### config.mk
export PLATFORM = sky130hd
export DESIGN_NAME = pwmro_top
export DESIGN_NICKNAME = d
export VERILOG_FILES = /design/src/pwmro_top.v
export VERILOG_INCLUDE_DIRS = /design/src
export SDC_FILE = /design/constraint.sdc
export NUM_CORES = 1
export LEC_CHECK = 0
export BUFFER_PORTS_ARGS = -buffer_cell sky130_fd_sc_hd__buf_4
export CORE_UTILIZATION = 45
export CTS_CLUSTER_SIZE = 10
export DETAILED_ROUTE_END_ITERATION = 6
export MAX_ROUTING_LAYER = met4
export PLACE_DENSITY = 0.68
export SETUP_SLACK_MARGIN = 0.5
export SYNTH_ARGS = -nofsm -noshare
export SYNTH_HDL_FRONTEND = slang
export SYNTH_SLANG_ARGS = --single-unit
### constraint.sdc
create_clock -name CLK_SYS_I -period 2.1 [get_ports CLK_SYS_I]
set_input_delay 0.42 -clock CLK_SYS_I [delete_from_list [all_inputs] [get_ports CLK_SYS_I]]
set_output_delay 0.42 -clock CLK_SYS_I [all_outputs]
set_load 0.01 [all_outputs]
### src/pwmro_regs.vh
// Register map, field positions and reset values of the PWM reload/overrun control block
`ifndef PWMRO_REGS_VH
`define PWMRO_REGS_VH

// ****************************************
// Word indexes (byte address = 4 * index)
// ****************************************
`define PWMRO_IDX_LOAD_OK   4'h0
`define PWMRO_IDX_CFG       4'h1
`define PWMRO_IDX_RFLAG     4'h2
`define PWMRO_IDX_ROIE      4'h3
`define PWMRO_IDX_ROIF      4'h4
`define PWMRO_IDX_CNTA      4'h5
`define PWMRO_IDX_PERIOD    4'h6
`define PWMRO_IDX_DUTY      4'h7
`define PWMRO_IDX_IRQCLR    4'h8

// ****************************************
// Load-ok register fields
// ****************************************
`define PWMRO_LOK_GLOBAL    0
`define PWMRO_LOK_A         1
`define PWMRO_LOK_B         2
`define PWMRO_LOK_C         3

// ****************************************
// Configuration register fields
// ****************************************
`define PWMRO_CFG_MSK_LO    0
`define PWMRO_CFG_MSK_HI    5
`define PWMRO_CFG_SRC_LO    6
`define PWMRO_CFG_SRC_HI    7
`define PWMRO_CFG_INV_LO    8
`define PWMRO_CFG_INV_HI    10
`define PWMRO_CFG_PRS_LO    12
`define PWMRO_CFG_PRS_HI    13
`define PWMRO_CFG_FRQ_LO    16
`define PWMRO_CFG_FRQ_HI    19

// ****************************************
// Status layout: overrun A/B/C, reload flag A
// ****************************************
`define PWMRO_ST_OVR_A      0
`define PWMRO_ST_OVR_B      1
`define PWMRO_ST_OVR_C      2
`define PWMRO_ST_RFLAG_A    3

// ****************************************
// Reload source codes
// ****************************************
`define PWMRO_SRC_NONE      2'h0
`define PWMRO_SRC_A         2'h1
`define PWMRO_SRC_B         2'h2
`define PWMRO_SRC_C         2'h3

// ****************************************
// Reset values
// ****************************************
`define PWMRO_RST_LOAD_OK   4'h0
`define PWMRO_RST_CFG       20'h00000
`define PWMRO_RST_ROIE      4'h0
`define PWMRO_RST_PERIOD    15'h00FF
`define PWMRO_RST_DUTY      15'h0080

`endif

### src/pwmro_top.v
// Reload, overrun and interrupt control of PWM generator A with Avalon-MM registers
//
// Function
// Overrun flag B or C sets on its reload while its load-ok and global load-ok clear.
// Overrun flag A checks load-ok A/B/C per source code 01/10/11; 00 never.
// Overrun flags always readable; writing one clears a flag, zero leaves it.
// Enable bits 2,1,0 gate overrun interrupts of generators C, B, A.
// Reload flag A sets at every reload cycle start, regardless of load-ok bits.
// Reload flag A clears by read-while-set then write one; intervening reload voids it.
// Clearing reload flag A withdraws its pending interrupt request.
// Reload happens once every N+1 PWM opportunities, N the 4-bit frequency field.
// Prescaler codes 00..11 divide the core clock by 1, 2, 4, 8.
// Current 15-bit counter A value readable; writes to it do nothing.
// Six-bit channel mask suppresses channel pairs for bipolar commutation.
// Interrupt asserted while any flag and its enable are set, until cleared.

`include "pwmro_regs.vh"

module pwmro_top #(
  parameter CNT_W = 15
) (
  // Clock and reset
  input  wire        CLK_SYS_I,
  input  wire        RST_N_I,
  // Avalon-MM slave
  input  wire [3:0]  AVS_ADDRESS_I,
  input  wire        AVS_READ_I,
  input  wire        AVS_WRITE_I,
  input  wire [31:0] AVS_WRITEDATA_I,
  input  wire [3:0]  AVS_BYTEENABLE_I,
  output wire [31:0] AVS_READDATA_O,
  output wire        AVS_WAITREQUEST_O,
  // Reload events of generators B and C
  input  wire        RELOAD_B_I,
  input  wire        RELOAD_C_I,
  // Outputs to the gate driver and the interrupt controller
  output wire [5:0]  PWM_O,
  output wire        RELOAD_A_O,
  output wire        IRQ_O
);

  // ****************************************
  // State
  // ****************************************
  reg              wait_ff;
  reg [31:0]       rdata_ff;
  reg [3:0]        lok_ff;
  reg [19:0]       cfg_ff;
  reg [3:0]        roie_ff;
  reg [2:0]        ovf_ff;
  reg              rfa_ff;
  reg              rfa_arm_ff;
  reg [2:0]        pre_ff;
  reg [CNT_W-1:0]  cnt_ff;
  reg [3:0]        div_ff;
  reg [CNT_W-1:0]  period_ff;
  reg [CNT_W-1:0]  duty_ff;
  reg [5:0]        pwm_ff;
  reg              rel_a_ff;
  reg              irq_ff;

  reg              nxt_wait;
  reg [31:0]       nxt_rdata;
  reg [3:0]        nxt_lok;
  reg [19:0]       nxt_cfg;
  reg [3:0]        nxt_roie;
  reg [2:0]        nxt_ovf;
  reg              nxt_rfa;
  reg              nxt_rfa_arm;
  reg [2:0]        nxt_pre;
  reg [CNT_W-1:0]  nxt_cnt;
  reg [3:0]        nxt_div;
  reg [CNT_W-1:0]  nxt_period;
  reg [CNT_W-1:0]  nxt_duty;
  wire [5:0]       nxt_pwm;
  reg              nxt_irq;

  // ****************************************
  // Bus decode
  // ****************************************
  wire        bus_req = AVS_READ_I | AVS_WRITE_I;
  wire        take    = bus_req & ~wait_ff;
  wire        wr      = AVS_WRITE_I & take;
  wire        rd      = AVS_READ_I & take;
  wire [31:0] wmask   = {{8{AVS_BYTEENABLE_I[3]}}, {8{AVS_BYTEENABLE_I[2]}},
                         {8{AVS_BYTEENABLE_I[1]}}, {8{AVS_BYTEENABLE_I[0]}}};
  wire [31:0] wd      = AVS_WRITEDATA_I & wmask;

  wire wr_lok    = wr & (AVS_ADDRESS_I == `PWMRO_IDX_LOAD_OK);
  wire wr_cfg    = wr & (AVS_ADDRESS_I == `PWMRO_IDX_CFG);
  wire wr_rflag  = wr & (AVS_ADDRESS_I == `PWMRO_IDX_RFLAG);
  wire wr_roie   = wr & (AVS_ADDRESS_I == `PWMRO_IDX_ROIE);
  wire wr_roif   = wr & (AVS_ADDRESS_I == `PWMRO_IDX_ROIF);
  wire wr_period = wr & (AVS_ADDRESS_I == `PWMRO_IDX_PERIOD);
  wire wr_duty   = wr & (AVS_ADDRESS_I == `PWMRO_IDX_DUTY);
  wire wr_irqclr = wr & (AVS_ADDRESS_I == `PWMRO_IDX_IRQCLR);
  wire rd_rflag  = rd & (AVS_ADDRESS_I == `PWMRO_IDX_RFLAG);

  // ****************************************
  // Configuration fields
  // ****************************************
  wire [5:0] chan_mask  = cfg_ff[`PWMRO_CFG_MSK_HI:`PWMRO_CFG_MSK_LO];
  wire [1:0] src_sel    = cfg_ff[`PWMRO_CFG_SRC_HI:`PWMRO_CFG_SRC_LO];
  wire [2:0] pair_inv   = cfg_ff[`PWMRO_CFG_INV_HI:`PWMRO_CFG_INV_LO];
  wire [1:0] prescale   = cfg_ff[`PWMRO_CFG_PRS_HI:`PWMRO_CFG_PRS_LO];
  wire [3:0] reload_frq = cfg_ff[`PWMRO_CFG_FRQ_HI:`PWMRO_CFG_FRQ_LO];

  // ****************************************
  // Prescaler, counter and reload divider
  // ****************************************
  reg [2:0] pre_term;

  always @* begin
    case (prescale)
      2'h0:    pre_term = 3'h0;
      2'h1:    pre_term = 3'h1;
      2'h2:    pre_term = 3'h3;
      2'h3:    pre_term = 3'h7;
      default: pre_term = 3'h0;
    endcase
  end

  wire pwm_tick = (pre_ff == pre_term);
  wire cnt_wrap = pwm_tick & (cnt_ff >= period_ff);
  // A PWM opportunity is the wrap of counter A
  wire rel_a    = cnt_wrap & (div_ff == reload_frq);

  always @* begin
    nxt_pre = pwm_tick ? 3'h0 : pre_ff + 3'h1;
    nxt_cnt = cnt_ff;
    if (pwm_tick) begin
      nxt_cnt = cnt_wrap ? {CNT_W{1'b0}} : cnt_ff + {{(CNT_W-1){1'b0}}, 1'b1};
    end
    nxt_div = div_ff;
    if (cnt_wrap) begin
      nxt_div = rel_a ? 4'h0 : div_ff + 4'h1;
    end
  end

  // ****************************************
  // Overrun detection
  // ****************************************
  reg ovr_ev_a;
  wire glob_ok  = lok_ff[`PWMRO_LOK_GLOBAL];
  wire ovr_ev_b = RELOAD_B_I & ~(lok_ff[`PWMRO_LOK_B] | glob_ok);
  wire ovr_ev_c = RELOAD_C_I & ~(lok_ff[`PWMRO_LOK_C] | glob_ok);

  always @* begin
    case (src_sel)
      `PWMRO_SRC_A: ovr_ev_a = rel_a & ~(lok_ff[`PWMRO_LOK_A] | glob_ok);
      `PWMRO_SRC_B: ovr_ev_a = rel_a & ~(lok_ff[`PWMRO_LOK_B] | glob_ok);
      `PWMRO_SRC_C: ovr_ev_a = rel_a & ~(lok_ff[`PWMRO_LOK_C] | glob_ok);
      default:      ovr_ev_a = 1'b0;
    endcase
  end

  // ****************************************
  // Flags, load-ok and software registers
  // ****************************************
  wire [2:0] ovr_clr = (wr_roif ? wd[2:0] : 3'h0) | (wr_irqclr ? wd[2:0] : 3'h0);
  wire       rfa_clr = wr_rflag & wd[0] & rfa_arm_ff;

  always @* begin
    // Set wins over a clear in the same cycle
    nxt_ovf = (ovf_ff & ~ovr_clr) | {ovr_ev_c, ovr_ev_b, ovr_ev_a};
    nxt_rfa = rel_a | (rfa_ff & ~rfa_clr);
    nxt_rfa_arm = rfa_arm_ff;
    if (rel_a) begin
      nxt_rfa_arm = 1'b0;
    end else if (rfa_clr) begin
      nxt_rfa_arm = 1'b0;
    end else if (rd_rflag & rdata_ff[0]) begin
      nxt_rfa_arm = 1'b1;
    end

    // Load-ok of a generator is consumed by its reload; a write in that cycle wins
    nxt_lok = lok_ff;
    if (rel_a) begin
      nxt_lok[`PWMRO_LOK_A] = 1'b0;
    end
    if (RELOAD_B_I) begin
      nxt_lok[`PWMRO_LOK_B] = 1'b0;
    end
    if (RELOAD_C_I) begin
      nxt_lok[`PWMRO_LOK_C] = 1'b0;
    end
    if (wr_lok) begin
      nxt_lok = (nxt_lok & ~wmask[3:0]) | wd[3:0];
    end

    nxt_cfg    = wr_cfg ? ((cfg_ff & ~wmask[19:0]) | wd[19:0]) : cfg_ff;
    nxt_roie   = wr_roie ? ((roie_ff & ~wmask[3:0]) | wd[3:0]) : roie_ff;
    nxt_period = wr_period ? ((period_ff & ~wmask[CNT_W-1:0]) | wd[CNT_W-1:0]) : period_ff;
    nxt_duty   = wr_duty ? ((duty_ff & ~wmask[CNT_W-1:0]) | wd[CNT_W-1:0]) : duty_ff;

    // Taken from next flag values so a clear drops the request at the same edge
    nxt_irq = |({nxt_rfa, nxt_ovf} & roie_ff);
  end

  // ****************************************
  // Read path and wait-state
  // ****************************************
  // One wait cycle per access: data is latched in the cycle before the accepting edge
  reg [31:0] rd_mux;

  always @* begin
    case (AVS_ADDRESS_I)
      `PWMRO_IDX_LOAD_OK: rd_mux = {28'h0000000, lok_ff};
      `PWMRO_IDX_CFG:     rd_mux = {12'h000, cfg_ff};
      `PWMRO_IDX_RFLAG:   rd_mux = {31'h00000000, rfa_ff};
      `PWMRO_IDX_ROIE:    rd_mux = {28'h0000000, roie_ff};
      `PWMRO_IDX_ROIF:    rd_mux = {29'h00000000, ovf_ff};
      `PWMRO_IDX_CNTA:    rd_mux = {{(32-CNT_W){1'b0}}, cnt_ff};
      `PWMRO_IDX_PERIOD:  rd_mux = {{(32-CNT_W){1'b0}}, period_ff};
      `PWMRO_IDX_DUTY:    rd_mux = {{(32-CNT_W){1'b0}}, duty_ff};
      default:            rd_mux = 32'h00000000;
    endcase
  end

  always @* begin
    nxt_wait  = ~(wait_ff & bus_req);
    nxt_rdata = (wait_ff & AVS_READ_I) ? rd_mux : rdata_ff;
  end

  // ****************************************
  // Channel outputs
  // ****************************************
  // Complementary pairs; each mask bit forces its own switch of a branch off
  wire gen_a = (cnt_ff < duty_ff);

  genvar p;
  generate
    for (p = 0; p < 3; p = p + 1) begin : g_pair
      wire raw = pair_inv[p] ? ~gen_a : gen_a;
      assign nxt_pwm[2*p]   = ~chan_mask[2*p] & raw;
      assign nxt_pwm[2*p+1] = ~chan_mask[2*p+1] & ~raw;
    end
  endgenerate

  // ****************************************
  // Registers
  // ****************************************
  always @(posedge CLK_SYS_I) begin
    if (!RST_N_I) begin
      wait_ff    <= 1'b1;
      rdata_ff   <= 32'h00000000;
      lok_ff     <= `PWMRO_RST_LOAD_OK;
      cfg_ff     <= `PWMRO_RST_CFG;
      roie_ff    <= `PWMRO_RST_ROIE;
      ovf_ff     <= 3'h0;
      rfa_ff     <= 1'b0;
      rfa_arm_ff <= 1'b0;
      pre_ff     <= 3'h0;
      cnt_ff     <= {CNT_W{1'b0}};
      div_ff     <= 4'h0;
      period_ff  <= `PWMRO_RST_PERIOD;
      duty_ff    <= `PWMRO_RST_DUTY;
      pwm_ff     <= 6'h00;
      rel_a_ff   <= 1'b0;
      irq_ff     <= 1'b0;
    end else begin
      wait_ff    <= nxt_wait;
      rdata_ff   <= nxt_rdata;
      lok_ff     <= nxt_lok;
      cfg_ff     <= nxt_cfg;
      roie_ff    <= nxt_roie;
      ovf_ff     <= nxt_ovf;
      rfa_ff     <= nxt_rfa;
      rfa_arm_ff <= nxt_rfa_arm;
      pre_ff     <= nxt_pre;
      cnt_ff     <= nxt_cnt;
      div_ff     <= nxt_div;
      period_ff  <= nxt_period;
      duty_ff    <= nxt_duty;
      pwm_ff     <= nxt_pwm;
      rel_a_ff   <= rel_a;
      irq_ff     <= nxt_irq;
    end
  end

  assign AVS_READDATA_O    = rdata_ff;
  assign AVS_WAITREQUEST_O = wait_ff;
  assign PWM_O             = pwm_ff;
  assign RELOAD_A_O        = rel_a_ff;
  assign IRQ_O             = irq_ff;

endmodule

After elaboration in Yosys (flattened, before gate mapping)
Cells that the tools add are included.
{"block": "totals", "latchBits": 0, "romBits": 0, "mem_bits_rw": 0, "ff_bits": 126, "memories": 0, "word_cells": 129, "in_bits": 46, "out_inout_bits": 41}
{"block": "op_classes", "n_addsub": 3, "mux": 14, "reduce_logical": 5, "mul": 0, "bitwise_logic": 72, "n_eq_ne": 16, "shift": 0, "n_div": 0, "n_lt_le_gt_ge": 2}
{"cell": "20-bit one-hot mux with 8 select lines", "n": 1}
{"cell": "20-bit AND", "n": 2}
{"cell": "1-bit AND", "n": 31}
{"cell": "15-bit AND", "n": 2}
{"cell": "15-bit bitwise OR", "n": 2}
{"cell": "20-bit NOT", "n": 1}
{"cell": "20-bit bitwise OR", "n": 1}
{"cell": "1-bit NOT", "n": 17}
{"cell": "4-bit by 3-bit == test with 1-bit output (second input constant)", "n": 4}
{"cell": "15-bit by 1-bit adder with 15-bit output (second input constant)", "n": 1}
{"cell": "15-bit >= comparator", "n": 1}
{"cell": "15-bit < comparator", "n": 1}
{"cell": "15-bit two-way mux", "n": 1}
{"cell": "15-bit NOT", "n": 1}
{"cell": "4-bit AND", "n": 3}
{"cell": "3-bit one-hot mux with 4 select lines", "n": 1}
{"cell": "2-bit == test (second input constant)", "n": 4}
{"cell": "4-bit by 2-bit == test with 1-bit output (second input constant)", "n": 2}
{"cell": "4-bit two-way mux", "n": 2}
{"cell": "4-bit bitwise OR", "n": 2}
{"cell": "1-bit two-way mux", "n": 6}
{"cell": "3-bit two-way mux", "n": 2}
{"cell": "3-bit bitwise OR", "n": 2}
{"cell": "1-bit bitwise OR", "n": 5}
{"cell": "other kinds (16)", "n": 17}

Longest topological paths before layout
Gate-level depths: netlist (run 1).
{"block": "depth", "depth_word": 11, "ltp_mapped": 10}

Worst setup path after synthesis (run 1)
OpenSTA, ideal clock, no wires.
{"block": "synth_timing", "path_type": "register to register", "startpoint": "reg cnt_ff[0]", "endpoint": "reg cnt_ff[10]", "path_stages_with_launch": 11, "path_buffers": 2, "setup_ns": 0.064, "path_slack_ns": -0.068, "t_arrival_ns": 2.104, "synth_period_minus_slack_ns": 2.168, "path_cell_list": "dfxtp_1 > inv_1 > ha_1 > nor2b_1 > o21ai_0 > a2111oi_0 > o41a_1 > buf_2 > o21ai_2 > buf_2 > nor2_1"}
{"block": "synth_between", "elab_chain_len": 3, "word_cells_on_any_way": 4}
{"element": "start, declared", "line_no": "pwmro_top.v:54", "rtl": "reg [CNT_W-1:0] cnt_ff;"}
{"element": "start signal, assigned", "line_no": "pwmro_top.v:254", "rtl": "cnt_ff <= {CNT_W{1'b0}};"}
{"element": "start signal, assigned", "line_no": "pwmro_top.v:271", "rtl": "cnt_ff <= nxt_cnt;"}
{"element": "15-bit >= comparator", "line_no": "pwmro_top.v:124", "rtl": "wire cnt_wrap = pwm_tick & (cnt_ff >= period_ff);"}
{"element": "1-bit AND", "line_no": "pwmro_top.v:124"}
{"element": "15-bit two-way mux *", "line_no": "pwmro_top.v:132", "rtl": "nxt_cnt = cnt_wrap ? {CNT_W{1'b0}} : cnt_ff + {{(CNT_W-1){1'b0}}, 1'b1};"}
Mark *: on every way between the ends. The rest lies on a longest branch, timed or not.
A chain may end at the register's enable or synchronous reset.

==> summary.txt, run 1 <==
STA
  – Final TNS setup: -0.934 ns
  – Pins Over Slew Limit: 0
  – Final Hold Viols: 0
  – Fin crit share: 1.04
  – F_max: about 460 MHz
  – Final worst path period need: ~2.2 ns
  – Min Hold Slack: around 0.23 ns
  – Final setup violating endpoints: 16
  – Final Skew: 0.00932 ns
  – RSZ-0062 raised after global routing: yes
  – Slack of the critical path: -0.0745 ns

Drt
  – DR vias/cell: 5.70
  – Drt wl/cell: ~18 µm
  – Drt pass-1 iters: 5
  – Drt initial violations: a little over 500
  – Drc violations: 0
  – Routed via count: approximately 5600
  – Post-route ant nets: 0
  – Post-Route WL: 18200 µm

Floorplanning
  – Row count: 41
  – I/O Pins: a little under 90
  – Initial Util: 0.460
  – Die H: approximately 120 µm
  – Die W: 115 µm
  – Core area: between 0.01 and 0.015 mm²
  – Die ar.: approximately 0.013 mm²

Cells and area
  – Area growth syn-to-layout: 41.0%
  – Final Net Count: 884
  – Diodes inserted: 0
  – Ratio of cells with drive above 1 in the final layout: 0.346

Synthesis
  – Synthesized area per cell: approximately 8.6 µm²
  – Synth Register Bits: ~110
  – Async SR Flop Fraction: 0
  – Yosys warns: 0
  – Post-synth cell types: approximately 60
  – Cells after Synth: between 600 and 700
  – Seq/Total Area, Yosys: 0.394
  – Mapped cell area: approximately 0.0058 mm²
  – Post-synth EDFFs: 0
  – Top FF cell, synth: dfxtp_1

Power
  – Pint: roughly 4.2 mW
  – Total chip power: between 5 and 6 mW
  – Switching portion of total power: 0.238
  – Peak supply drop: 0.445 mV
  – P per Cell Area: roughly 670 mW/mm²
  – P_leak: 3.36 nW
  – Seq pwr share: 0.404
  – Switch Pwr: around 1.3 mW
  – Clock power share: 0.511
  – Comb power frac: 0.086

Setup path
  – Type of origin of the critical path: flip-flop
  – Setup Crit Path Kind: reg -> reg
  – CP Cell Sequence: inv_2 -> ha_4 -> nand2_4 -> nor2_4 -> nand2_2 -> o41a_1 -> buf_6 -> buf_12 -> o21ai_4 -> clkbuf_16 -> nor2_1
  – CP Capture Type: flip-flop
  – Worst endpoint data arrival time: around 2.5 ns
  – Required time of the critical path: 2.41 ns
  – Cell family with the largest share of critical-path delay: compound AO/OA/AOI/OAI gates
  – Critical-path top delay cell: o41a_1
  – Crit-path max FO: 7
  – Worst Path Buf+Inv: 4
  – Max incr delay on CP: roughly 0.43 ns

Clock tree
  – Clk slew on worst S/H paths: 0.05 ns
  – Root Buffer: clkbuf_16
  – CTS tree: yes
  – Sink Count: ~110
  – CTS HTree Levels: 4
  – Clock Tree Buf Depth: 2
  – CTS Buf Count: 17
  – Worst-Skew Late Latency: around 0.42 ns

Global route
  – Global-route total usage across every layer: 0.285
  – Largest net degree at the start of global routing: 32
  – Overflow after GRT: 0
  – First-pass GRT wire length: between 20000 and 30000 µm
  – Number of global-route vias before repair: 5437
  – GRT met1 Usage: 0.351
  – Grt met2 use: 0.454
  – Met3 Track Usage GR: 0.0611
  – Top Usage Layer GRT: met2
  – Antenna violations before repair: 0

Status
  – Outcome: finished, violations left
  – Failing checks: setup timing

Job
  – Total of max-cap violations: 0

Worst hold path
  – Hold Crit Class: in -> reg

Placement
  – GPL Wtd Cong: between 0.8 and 0.9
  – PortBufs: 61
  – HPWL Detailed: approximately 12000 µm
==> timing repair <==
action                     in CTS  in global routing
setup buffers                   5                 14
resized for setup              45                 47
hold endpoints to repair        0                  0
pin swaps                       3                 14
hold buffers                    0                  0
setup endpoints to repair      54                 75
cloned                          1                  1
==> cell usage in the layout (no fill, tap or decap), types with 5 or more instances in the layout <==
| cell | count |
|---|---|
| or3_1 | 8 |
| o21a_1 | 5 |
| nor2_2 | 7 |
| mux2i_1 | 31 |
| a31oi_1 | 13 |
| inv_2 | 11 |
| nand3_1 | 16 |
| ha_4 | 11 |
| buf_6 | 9 |
| o211ai_1 | 12 |
| a22oi_1 | 30 |
| conb_1 | 12 |
| clkbuf_16 | 18 |
| nand4_1 | 8 |
| nor2_1 | 49 |
| o21ai_0 | 20 |
| dfxtp_2 | 16 |
| buf_12 | 7 |
| a21oi_1 | 41 |
| ha_1 | 21 |
| buf_4 | 133 |
| inv_1 | 23 |
| xor2_1 | 15 |
| nand3b_1 | 11 |
| and3_1 | 9 |
| nand2_1 | 66 |
| dfxtp_1 | 95 |
==> final timing paths <==
| path | start | end | slack, ns | cells after the start |
|---|---|---|---|---|
| hold reg to reg | AVS_READDATA_O[15] | AVS_READDATA_O[15] | 0.46 | 2 |
| setup / recovery | flip-flop | cnt_ff[11] | -0.07 | 11 |
| setup reg to reg | flip-flop | cnt_ff[11] | -0.07 | 11 |
| hold / removal | AVS_READ_I | AVS_WAITREQUEST_O | 0.23 | 2 |
==> through the flow <==
| step | cell area (µm²) | utilization | worst slack (ns) | cells |
|---|---|---|---|---|
| after global routing | 8160 | 0.649 | -0.149 | 990 |
| final | 8160 | 0.649 | -0.0745 | 990 |
| after floorplan | 6030 | - | 0.166 | 685 |
| after global placement | 7010 | 0.558 | -0.0411 | 938 |
| after detailed placement | 7010 | 0.558 | -0.107 | 938 |
| after CTS | 7830 | 0.623 | 0.0112 | 975 |
==> routing by layer <==
metal	routed length, µm	share of wire	vias up
li1	-	-	2652
met1	7770	0.43	2676
met2	8700	0.48	275
met3	1380	0.075	43
met4	403	0.022	0
met5	0	0	-
==> Yosys cell counts (all sizes together), types with 2 or more instances <==
library cell,n,share of area
dfxtp,114,0.39
nand2,73,0.049
nor2,60,0.039
a21oi,46,0.040
mux2i,36,0.062
inv,34,0.022
ha,32,0.069
a22oi,30,0.039
buf,26,0.029
o21ai,26,0.023
clkbuf,23,0.015
nand3,18,0.016
xor2,16,0.024
a31oi,13,0.014
o211ai,12,0.016
nand3b,11,0.014
and3,10,0.011
nand4,8,0.0086
or3,8,0.0086
and2,6,0.0065
nor2b,6,0.0065
nor3,5,0.0043
nor4,5,0.0054
o21a,5,0.0065
a21o,4,0.0052
a2111oi,3,0.0045
nor3b,3,0.0039
nor4b,3,0.0045
nor4bb,3,0.0052
o41ai,3,0.0045
or2,3,0.0032
xnor2,3,0.0045
and3b,2,0.0030
and4,2,0.0030
nand2b,2,0.0022
o311ai,2,0.0030
or3b,2,0.0030
or4,2,0.0032
==> power by group through the flow <==
stage | combinational [mW] | sequential, mW | clock [mW]
2_1_floorplan | 0.206 | 2.28 | 0
3_3_place_gp | 0.410 | 2.27 | 0
3_5_place_dp | 0.419 | 2.27 | 0
4_1_cts | 0.429 | 2.22 | 2.81
5_1_grt | 0.504 | 2.22 | 2.94
6_report | 0.471 | 2.22 | 2.81
==> area by class of cell <==
class	instances	area [µm²]
fill	1004	4410
tap	172	215
timing repair buffer	151	1290
clock inverter	10	109
multi-input combinational	488	3640
sequential	114	2310
clock buffer	21	460
inverter	34	128
==> kinds of logic after synthesis <==
group | Yosys count | synth area share
AO/OA/AOI/OAI | 156 | 0.178
other | 1 | 0.000648
buffers and inverters | 83 | 0.0655
XOR/XNOR | 19 | 0.0288
multiplexers | 37 | 0.0642
flip-flops | 114 | 0.394
AND/OR/NAND/NOR | 232 | 0.200
adder cells (fa/ha/maj) | 32 | 0.0692
(Power assumes the default switching activity.)
==> inputs of run 2 (changes only) <==
--- a/config.mk
+++ b/config.mk
@@ -6,12 +6,13 @@
 export SDC_FILE = /design/constraint.sdc
 export NUM_CORES = 1
 export LEC_CHECK = 0
+export ABC_AREA = 1
 export BUFFER_PORTS_ARGS = -buffer_cell sky130_fd_sc_hd__buf_4
 export CORE_UTILIZATION = 45
 export CTS_CLUSTER_SIZE = 10
 export DETAILED_ROUTE_END_ITERATION = 6
 export MAX_ROUTING_LAYER = met4
-export PLACE_DENSITY = 0.68
+export PLACE_DENSITY = 0.69
 export SETUP_SLACK_MARGIN = 0.5
 export SYNTH_ARGS = -nofsm -noshare
 export SYNTH_HDL_FRONTEND = slang
==> constraint.sdc (replaced) <==
create_clock -name CLK_SYS_I -period 2.1 [get_ports CLK_SYS_I]
set_input_delay 0.42 -clock CLK_SYS_I [delete_from_list [all_inputs] [get_ports CLK_SYS_I]]
set_output_delay 0.42 -clock CLK_SYS_I [all_outputs]
set_load 0.1 [all_outputs]
==> summary.txt, run 2 <==
STA
  – Slew HR: 0.660
  – F_max: around 540 MHz
  – Min Hold Slack: 0.200 ns
  – Final Skew: between 0.009 and 0.01 ns
  – Worst-Margin Slew: 0.509 ns
  – Final worst path period need: around 1.8 ns
  – Final Hold Viols: 0
  – Final TNS setup: 0 ns
  – Fin crit share: 0.877
  – Pins Over Slew Limit: 0
  – RSZ-0062 raised after global routing: yes
  – Final setup violating endpoints: 0

Clock tree
  – CTS Buf Count: 17
  – Sink Count: about 110
  – CTS Hold Bufs: 0
  – Worst-Skew Late Latency: between 0.4 and 0.5 ns
  – CTS tree: yes
  – Clock Tree Buf Depth: 2
  – Root Buffer: clkbuf_16
  – CTS HTree Levels: 4
  – Clk slew on worst S/H paths: approximately 0.060 ns

Cells and area
  – Area growth syn-to-layout: 39.4%
  – Diodes inserted: 0
  – Ratio of cells with drive above 1 in the final layout: 0.322
  – Most frequent cells in the layout: nand2_1, buf_4, dfxtp_1, inv_1, a21oi_1
  – Final Net Count: 960
  – Commonest non-fill, non-tap cell in the layout: nand2_1
  – Fillers: between 1000 and 1500
  – Final Cell Area: between 0.007 and 0.008 mm²

Drt
  – Drt pass-1 iters: 5
  – Drc violations: 0
  – Post-route ant nets: 0
  – Post-Route WL: 17300 µm
  – Drt wl/cell: about 16 µm
  – DR vias/cell: ~5.4
  – Routed via count: 5740
  – Drt initial violations: around 470

Placement
  – PortBufs: just over 60
  – HPWL Detailed: around 12000 µm
  – Area of placed instances: between 0.006 and 0.007 mm²
  – GPL Wtd Cong: between 0.9 and 1

Synthesis
  – Synth Register Bits: about 110
  – Mapped cell area: about 0.0057 mm²
  – Cells after Synth: 780
  – Synthesized area per cell: about 7.3 µm²
  – Synth area leader: dfxtp_1
  – Share of the synthesized area in the top cell type: 0.400
  – Most frequent cell after synthesis: nand2_1
  – Yosys warns: 0
  – Top FF cell, synth: dfxtp_1
  – Post-synth EDFFs: 0
  – Post-synth cell types: 37
  – Area contributors post-synth: dfxtp_1, nand2_1, a21oi_1
  – Synth top cells by count: nand2_1, dfxtp_1, inv_1, a21oi_1, o21ai_0
  – Seq/Total Area, Yosys: 0.400
  – Async SR Flop Fraction: 0

Setup path
  – CP Capture Type: flip-flop
  – Worst setup path startpoint: cnt_ff[8]
  – FF-to-FF path depth: 11
  – Critical R2R Launch: cnt_ff[8]
  – Worst endpoint data arrival time: around 2.2 ns
  – R2R Path End: cnt_ff[0]
  – Type of origin of the critical path: flip-flop
  – Setup Crit Path Kind: reg -> reg
  – FF-to-FF setup slack: roughly 0.26 ns
  – CP Capture Point: cnt_ff[0]
  – Required time of the critical path: ~2.5 ns
  – Crit-path max FO: 6

Global route
  – Largest net degree at the start of global routing: 37
  – Global-route total usage across every layer: 0.279
  – Overflow after GRT: 0
  – Number of global-route vias before repair: ~5400
  – First-pass GRT wire length: between 20000 and 30000 µm
  – Antenna violations before repair: 0

Power
  – P per Cell Area: 706 mW/mm²
  – Peak supply drop: ~0.66 mV
  – P_leak: ~3.2 nW

Floorplanning
  – Initial Util: 0.469
  – Die H: roughly 110 µm
  – I/O Pins: 87
  – Core area: 0.0122 mm²
  – Die W: around 110 µm
  – Die ar.: 0.0131 mm²
  – Row count: 40

Worst hold path
  – Hold Crit Class: in -> reg

Job
  – Total of max-cap violations: 0

Status
  – Outcome: finished clean
## run 2: worst min path at each step
stage | startpoint | to | depth (start not counted)
after CTS | AVS_READ_I | AVS_WAITREQUEST_O | 2
after floorplan | flip-flop | PWM_O[1] | 1
after global routing | AVS_READ_I | AVS_WAITREQUEST_O | 2
after global placement | flip-flop | PWM_O[3] | 1
after detailed placement | flip-flop | PWM_O[1] | 1
final | AVS_READ_I | AVS_WAITREQUEST_O | 2
## run 2: where the power goes
group          switching (mW)  internal, mW  total, mW
clock                    1.01          1.81       2.82
sequential             0.0223          2.19       2.21
combinational           0.428         0.159      0.587
## run 2: worst max-delay path: stages, from the launching register on
cell and delay [ns]:
dfxtp_4 0.40, ha_4 0.22, nand2_2 0.07, nand2_2 0.06, nand2_2 0.06, nand2_1 0.05, a21oi_2 0.18, nand3_4 0.18
nand2_8 0.18, nand2_8 0.09, buf_12 0.15, a21oi_2 0.11
## run 2: metal layers
metal  part of all wire  GRT usage
met1               0.42      0.328
met2               0.48      0.446
met3              0.065     0.0630
met4              0.033      0.148
met5                  0          -
## run 2: kinds of logic after synthesis
logic type | Yosys count | share of synthesized area
flops | 114 | 0.400
xor+xnor | 16 | 0.0246
other cells | 1 | 0.000657
compound gates | 215 | 0.206
simple gates | 262 | 0.197
buf+inv | 140 | 0.102
fa+ha+maj | 32 | 0.0702
## run 2: area by class of cell
cell class	instances	area, µm²	share of cell area
sequential	114	2340	0.294
multi-input combinational	537	3550	0.446
tap	168	210	0.0264
inverter	103	392	0.0492
clock buffer	23	509	0.0640
clock inverter	9	75.1	0.00944
timing repair buffer	109	882	0.111
## run 2: what timing repair did
item | in CTS | in global routing
gates resized for setup | 83 | 50
setup buffers | 16 | 7
pin swaps | 37 | 24
cloned | 0 | 0
setup endpoints to repair | 36 | 53
## run 2: metrics by stage
step | util | setup WS, ns | total power, mW | std cells
2_1_floorplan | - | 0.501 | 2.63 | 791
3_3_place_gp | 0.544 | 0.102 | 2.78 | 1008
3_5_place_dp | 0.544 | 0.0927 | 2.79 | 1008
4_1_cts | 0.633 | 0.341 | 5.61 | 1056
5_1_grt | 0.654 | 0.199 | 5.78 | 1063
6_report | 0.654 | 0.258 | 5.61 | 1063
==> inputs of run 3 (changes only) <==
--- a/config.mk
+++ b/config.mk
@@ -8,11 +8,13 @@
 export LEC_CHECK = 0
 export ABC_AREA = 1
 export BUFFER_PORTS_ARGS = -buffer_cell sky130_fd_sc_hd__buf_4
-export CORE_UTILIZATION = 45
+export CELL_PAD_IN_SITES_DETAIL_PLACEMENT = 1
+export CELL_PAD_IN_SITES_GLOBAL_PLACEMENT = 2
+export CORE_UTILIZATION = 29
 export CTS_CLUSTER_SIZE = 10
 export DETAILED_ROUTE_END_ITERATION = 6
 export MAX_ROUTING_LAYER = met4
-export PLACE_DENSITY = 0.69
+export PLACE_DENSITY = 0.77
 export SETUP_SLACK_MARGIN = 0.5
 export SYNTH_ARGS = -nofsm -noshare
 export SYNTH_HDL_FRONTEND = slang
==> summary.txt, run 3 (synthesized netlist as in run 2, its figures left out) <==
Setup path
  – Worst setup path startpoint: cnt_ff[13]
  – Crit-path max FO: 4
  – CP Capture Type: flip-flop
  – Critical R2R Launch: cnt_ff[13]
  – Worst endpoint data arrival time: ~2.2 ns
  – Setup Crit Path Kind: reg -> reg
  – Type of origin of the critical path: flip-flop
  – Required time of the critical path: approximately 2.4 ns
  – FF-to-FF path depth: 11

Drt
  – Post-Route WL: 20800 µm
  – Post-route ant nets: 0
  – Drt wl/cell: roughly 18 µm
  – Drt initial violations: 245
  – Routed via count: 5703
  – Drc violations: 0
  – DR vias/cell: between 4 and 5
  – Drt pass-1 iters: 4

Cells and area
  – Most frequent cells in the layout: nand2_1, buf_4, dfxtp_1, a21oi_1
  – Final Net Count: a little under 1000
  – Final Cell Area: 0.00810 mm²
  – Area growth syn-to-layout: 41.9%
  – Fillers: 2315
  – Diodes inserted: 0
  – Ratio of cells with drive above 1 in the final layout: 0.339
  – Sequential cell area: around 0.0023 mm²
  – Commonest non-fill, non-tap cell in the layout: nand2_1
  – Multi-input gate area: roughly 0.0035 mm²

Job
  – Total of max-cap violations: 0

STA
  – Pins Over Slew Limit: 0
  – Fin crit share: 0.886
  – Worst-Margin Slew: about 0.53 ns
  – Final Hold Viols: 0
  – Final setup violating endpoints: 0
  – Final worst path period need: between 1.5 and 2 ns
  – F_max: about 540 MHz
  – RSZ-0062 raised after global routing: yes
  – Final Skew: 0.0128 ns
  – Final TNS setup: 0 ns
  – Slew HR: 0.646

Clock tree
  – CTS Buf Count: 17
  – CTS tree: yes
  – Clk slew on worst S/H paths: about 0.06 ns
  – Root Buffer: clkbuf_16
  – Worst-Skew Late Latency: between 0.4 and 0.5 ns
  – CTS HTree Levels: 4
  – Clock Tree Buf Depth: 2
  – Sink Count: 114

Global route
  – Global-route total usage across every layer: 0.221
  – First-pass GRT wire length: 33000 µm
  – Largest net degree at the start of global routing: 37
  – Overflow after GRT: 0
  – Antenna violations before repair: 0
  – Number of global-route vias before repair: around 6200

Power
  – P per Cell Area: approximately 700 mW/mm²
  – Comb power frac: 0.109
  – Switching portion of total power: 0.271
  – Peak supply drop: roughly 0.62 mV
  – Pint: 4.08 mW
  – Switch Pwr: approximately 1.5 mW
  – P_leak: roughly 3.3 nW
  – Clock power share: 0.496
  – Seq pwr share: 0.395

Floorplanning
  – Die W: roughly 140 µm
  – Initial Util: 0.300
  – Die ar.: approximately 0.02 mm²
  – I/O Pins: between 80 and 90
  – Row count: 50
  – Core area: between 0.015 and 0.02 mm²
  – Die H: around 140 µm

Placement
  – GPL Wtd Cong: between 0.8 and 0.9
  – PortBufs: approximately 60
  – Area of placed instances: approximately 0.0068 mm²
  – HPWL Detailed: 15200 µm

Worst hold path
  – Hold Crit Depth: 2
  – Hold Crit Class: in -> reg
  – Hold Startpoint: AVS_READ_I

Status
  – Outcome: finished clean
-- run 3: changes by cell type in the layout (fill, tap and decap cells not counted), moves of 3 or more --
cell | before | now
buf_4 | 99 | 106
dfxtp_4 | 9 | 12
nor2_2 | 9 | 13
o21ai_0 | 76 | 72
inv_1 | 77 | 72
ha_4 | 22 | 19
o21ai_1 | 2 | 5
dfxtp_2 | 18 | 15
nor3_1 | 4 | 1
-- run 3: routing by layer --
layer / vias up / GRT usage / share of wire
met1: 2776 / 0.268 / 0.46
met2: 94 / 0.367 / 0.50
met5: - / - / 0
met3: 23 / 0.0387 / 0.028
met4: 0 / 0.0781 / 0.015
li1: 2810 / - / -
-- run 3: what timing repair did --
item / CTS / global route
endpoints found under the setup margin: 61 / 71
pin swaps: 22 / 29
buffers inserted: 17 / 9
hold buffers: 0 / 0
gates resized for setup: 73 / 78
-- run 3: final timing paths --
path / endpoint / slack, ns
worst min register to register: PWM_O[3] / 0.43
worst min-delay path: AVS_WAITREQUEST_O / 0.20
worst max-delay path: div_ff[2] / 0.24
worst max register to register: div_ff[2] / 0.24
-- run 3: critical path, cell delays in order, from the launching register on --
cell and delay [ns]:
dfxtp_4 0.37, ha_4 0.25, nand2_4 0.09, nor2_4 0.05
buf_4 0.13, a21oi_4 0.16, nand3_4 0.14, buf_6 0.16
buf_12 0.12, a31o_2 0.19, nand2_1 0.06, nor2_1 0.04
-- run 3: layout make-up --
class | instances | share of cell area
clock buffers | 21 | 0.0593
clock inverters | 10 | 0.0104
inverters | 103 | 0.0496
well taps | 260 | 0.0402
multi-input cells | 537 | 0.434
repair buffers | 116 | 0.116
flip-flops and latches | 114 | 0.290
-- run 3: through the flow --
stage | instances | hold WS [ns] | power [mW] | util | worst slack, ns
global placement | 1104 | 0.415 | 2.81 | 0.357 | 0.125
floorplan | 791 | 0.401 | 2.63 | - | 0.501
CTS | 1152 | 0.188 | 5.64 | 0.407 | 0.276
finish | 1161 | 0.205 | 5.60 | 0.426 | 0.239
detailed placement | 1104 | 0.425 | 2.82 | 0.357 | 0.133
global route | 1161 | 0.202 | 5.81 | 0.426 | 0.161
-- run 3: power by group through the flow --
stage          logic (mW)  registers [mW]  clock network (mW)
4_1_cts             0.588            2.21                2.84
3_3_place_gp        0.550            2.26                   0
6_report            0.610            2.21                2.78
5_1_grt             0.649            2.21                2.95
3_5_place_dp        0.560            2.26                   0
2_1_floorplan       0.268            2.36                   0
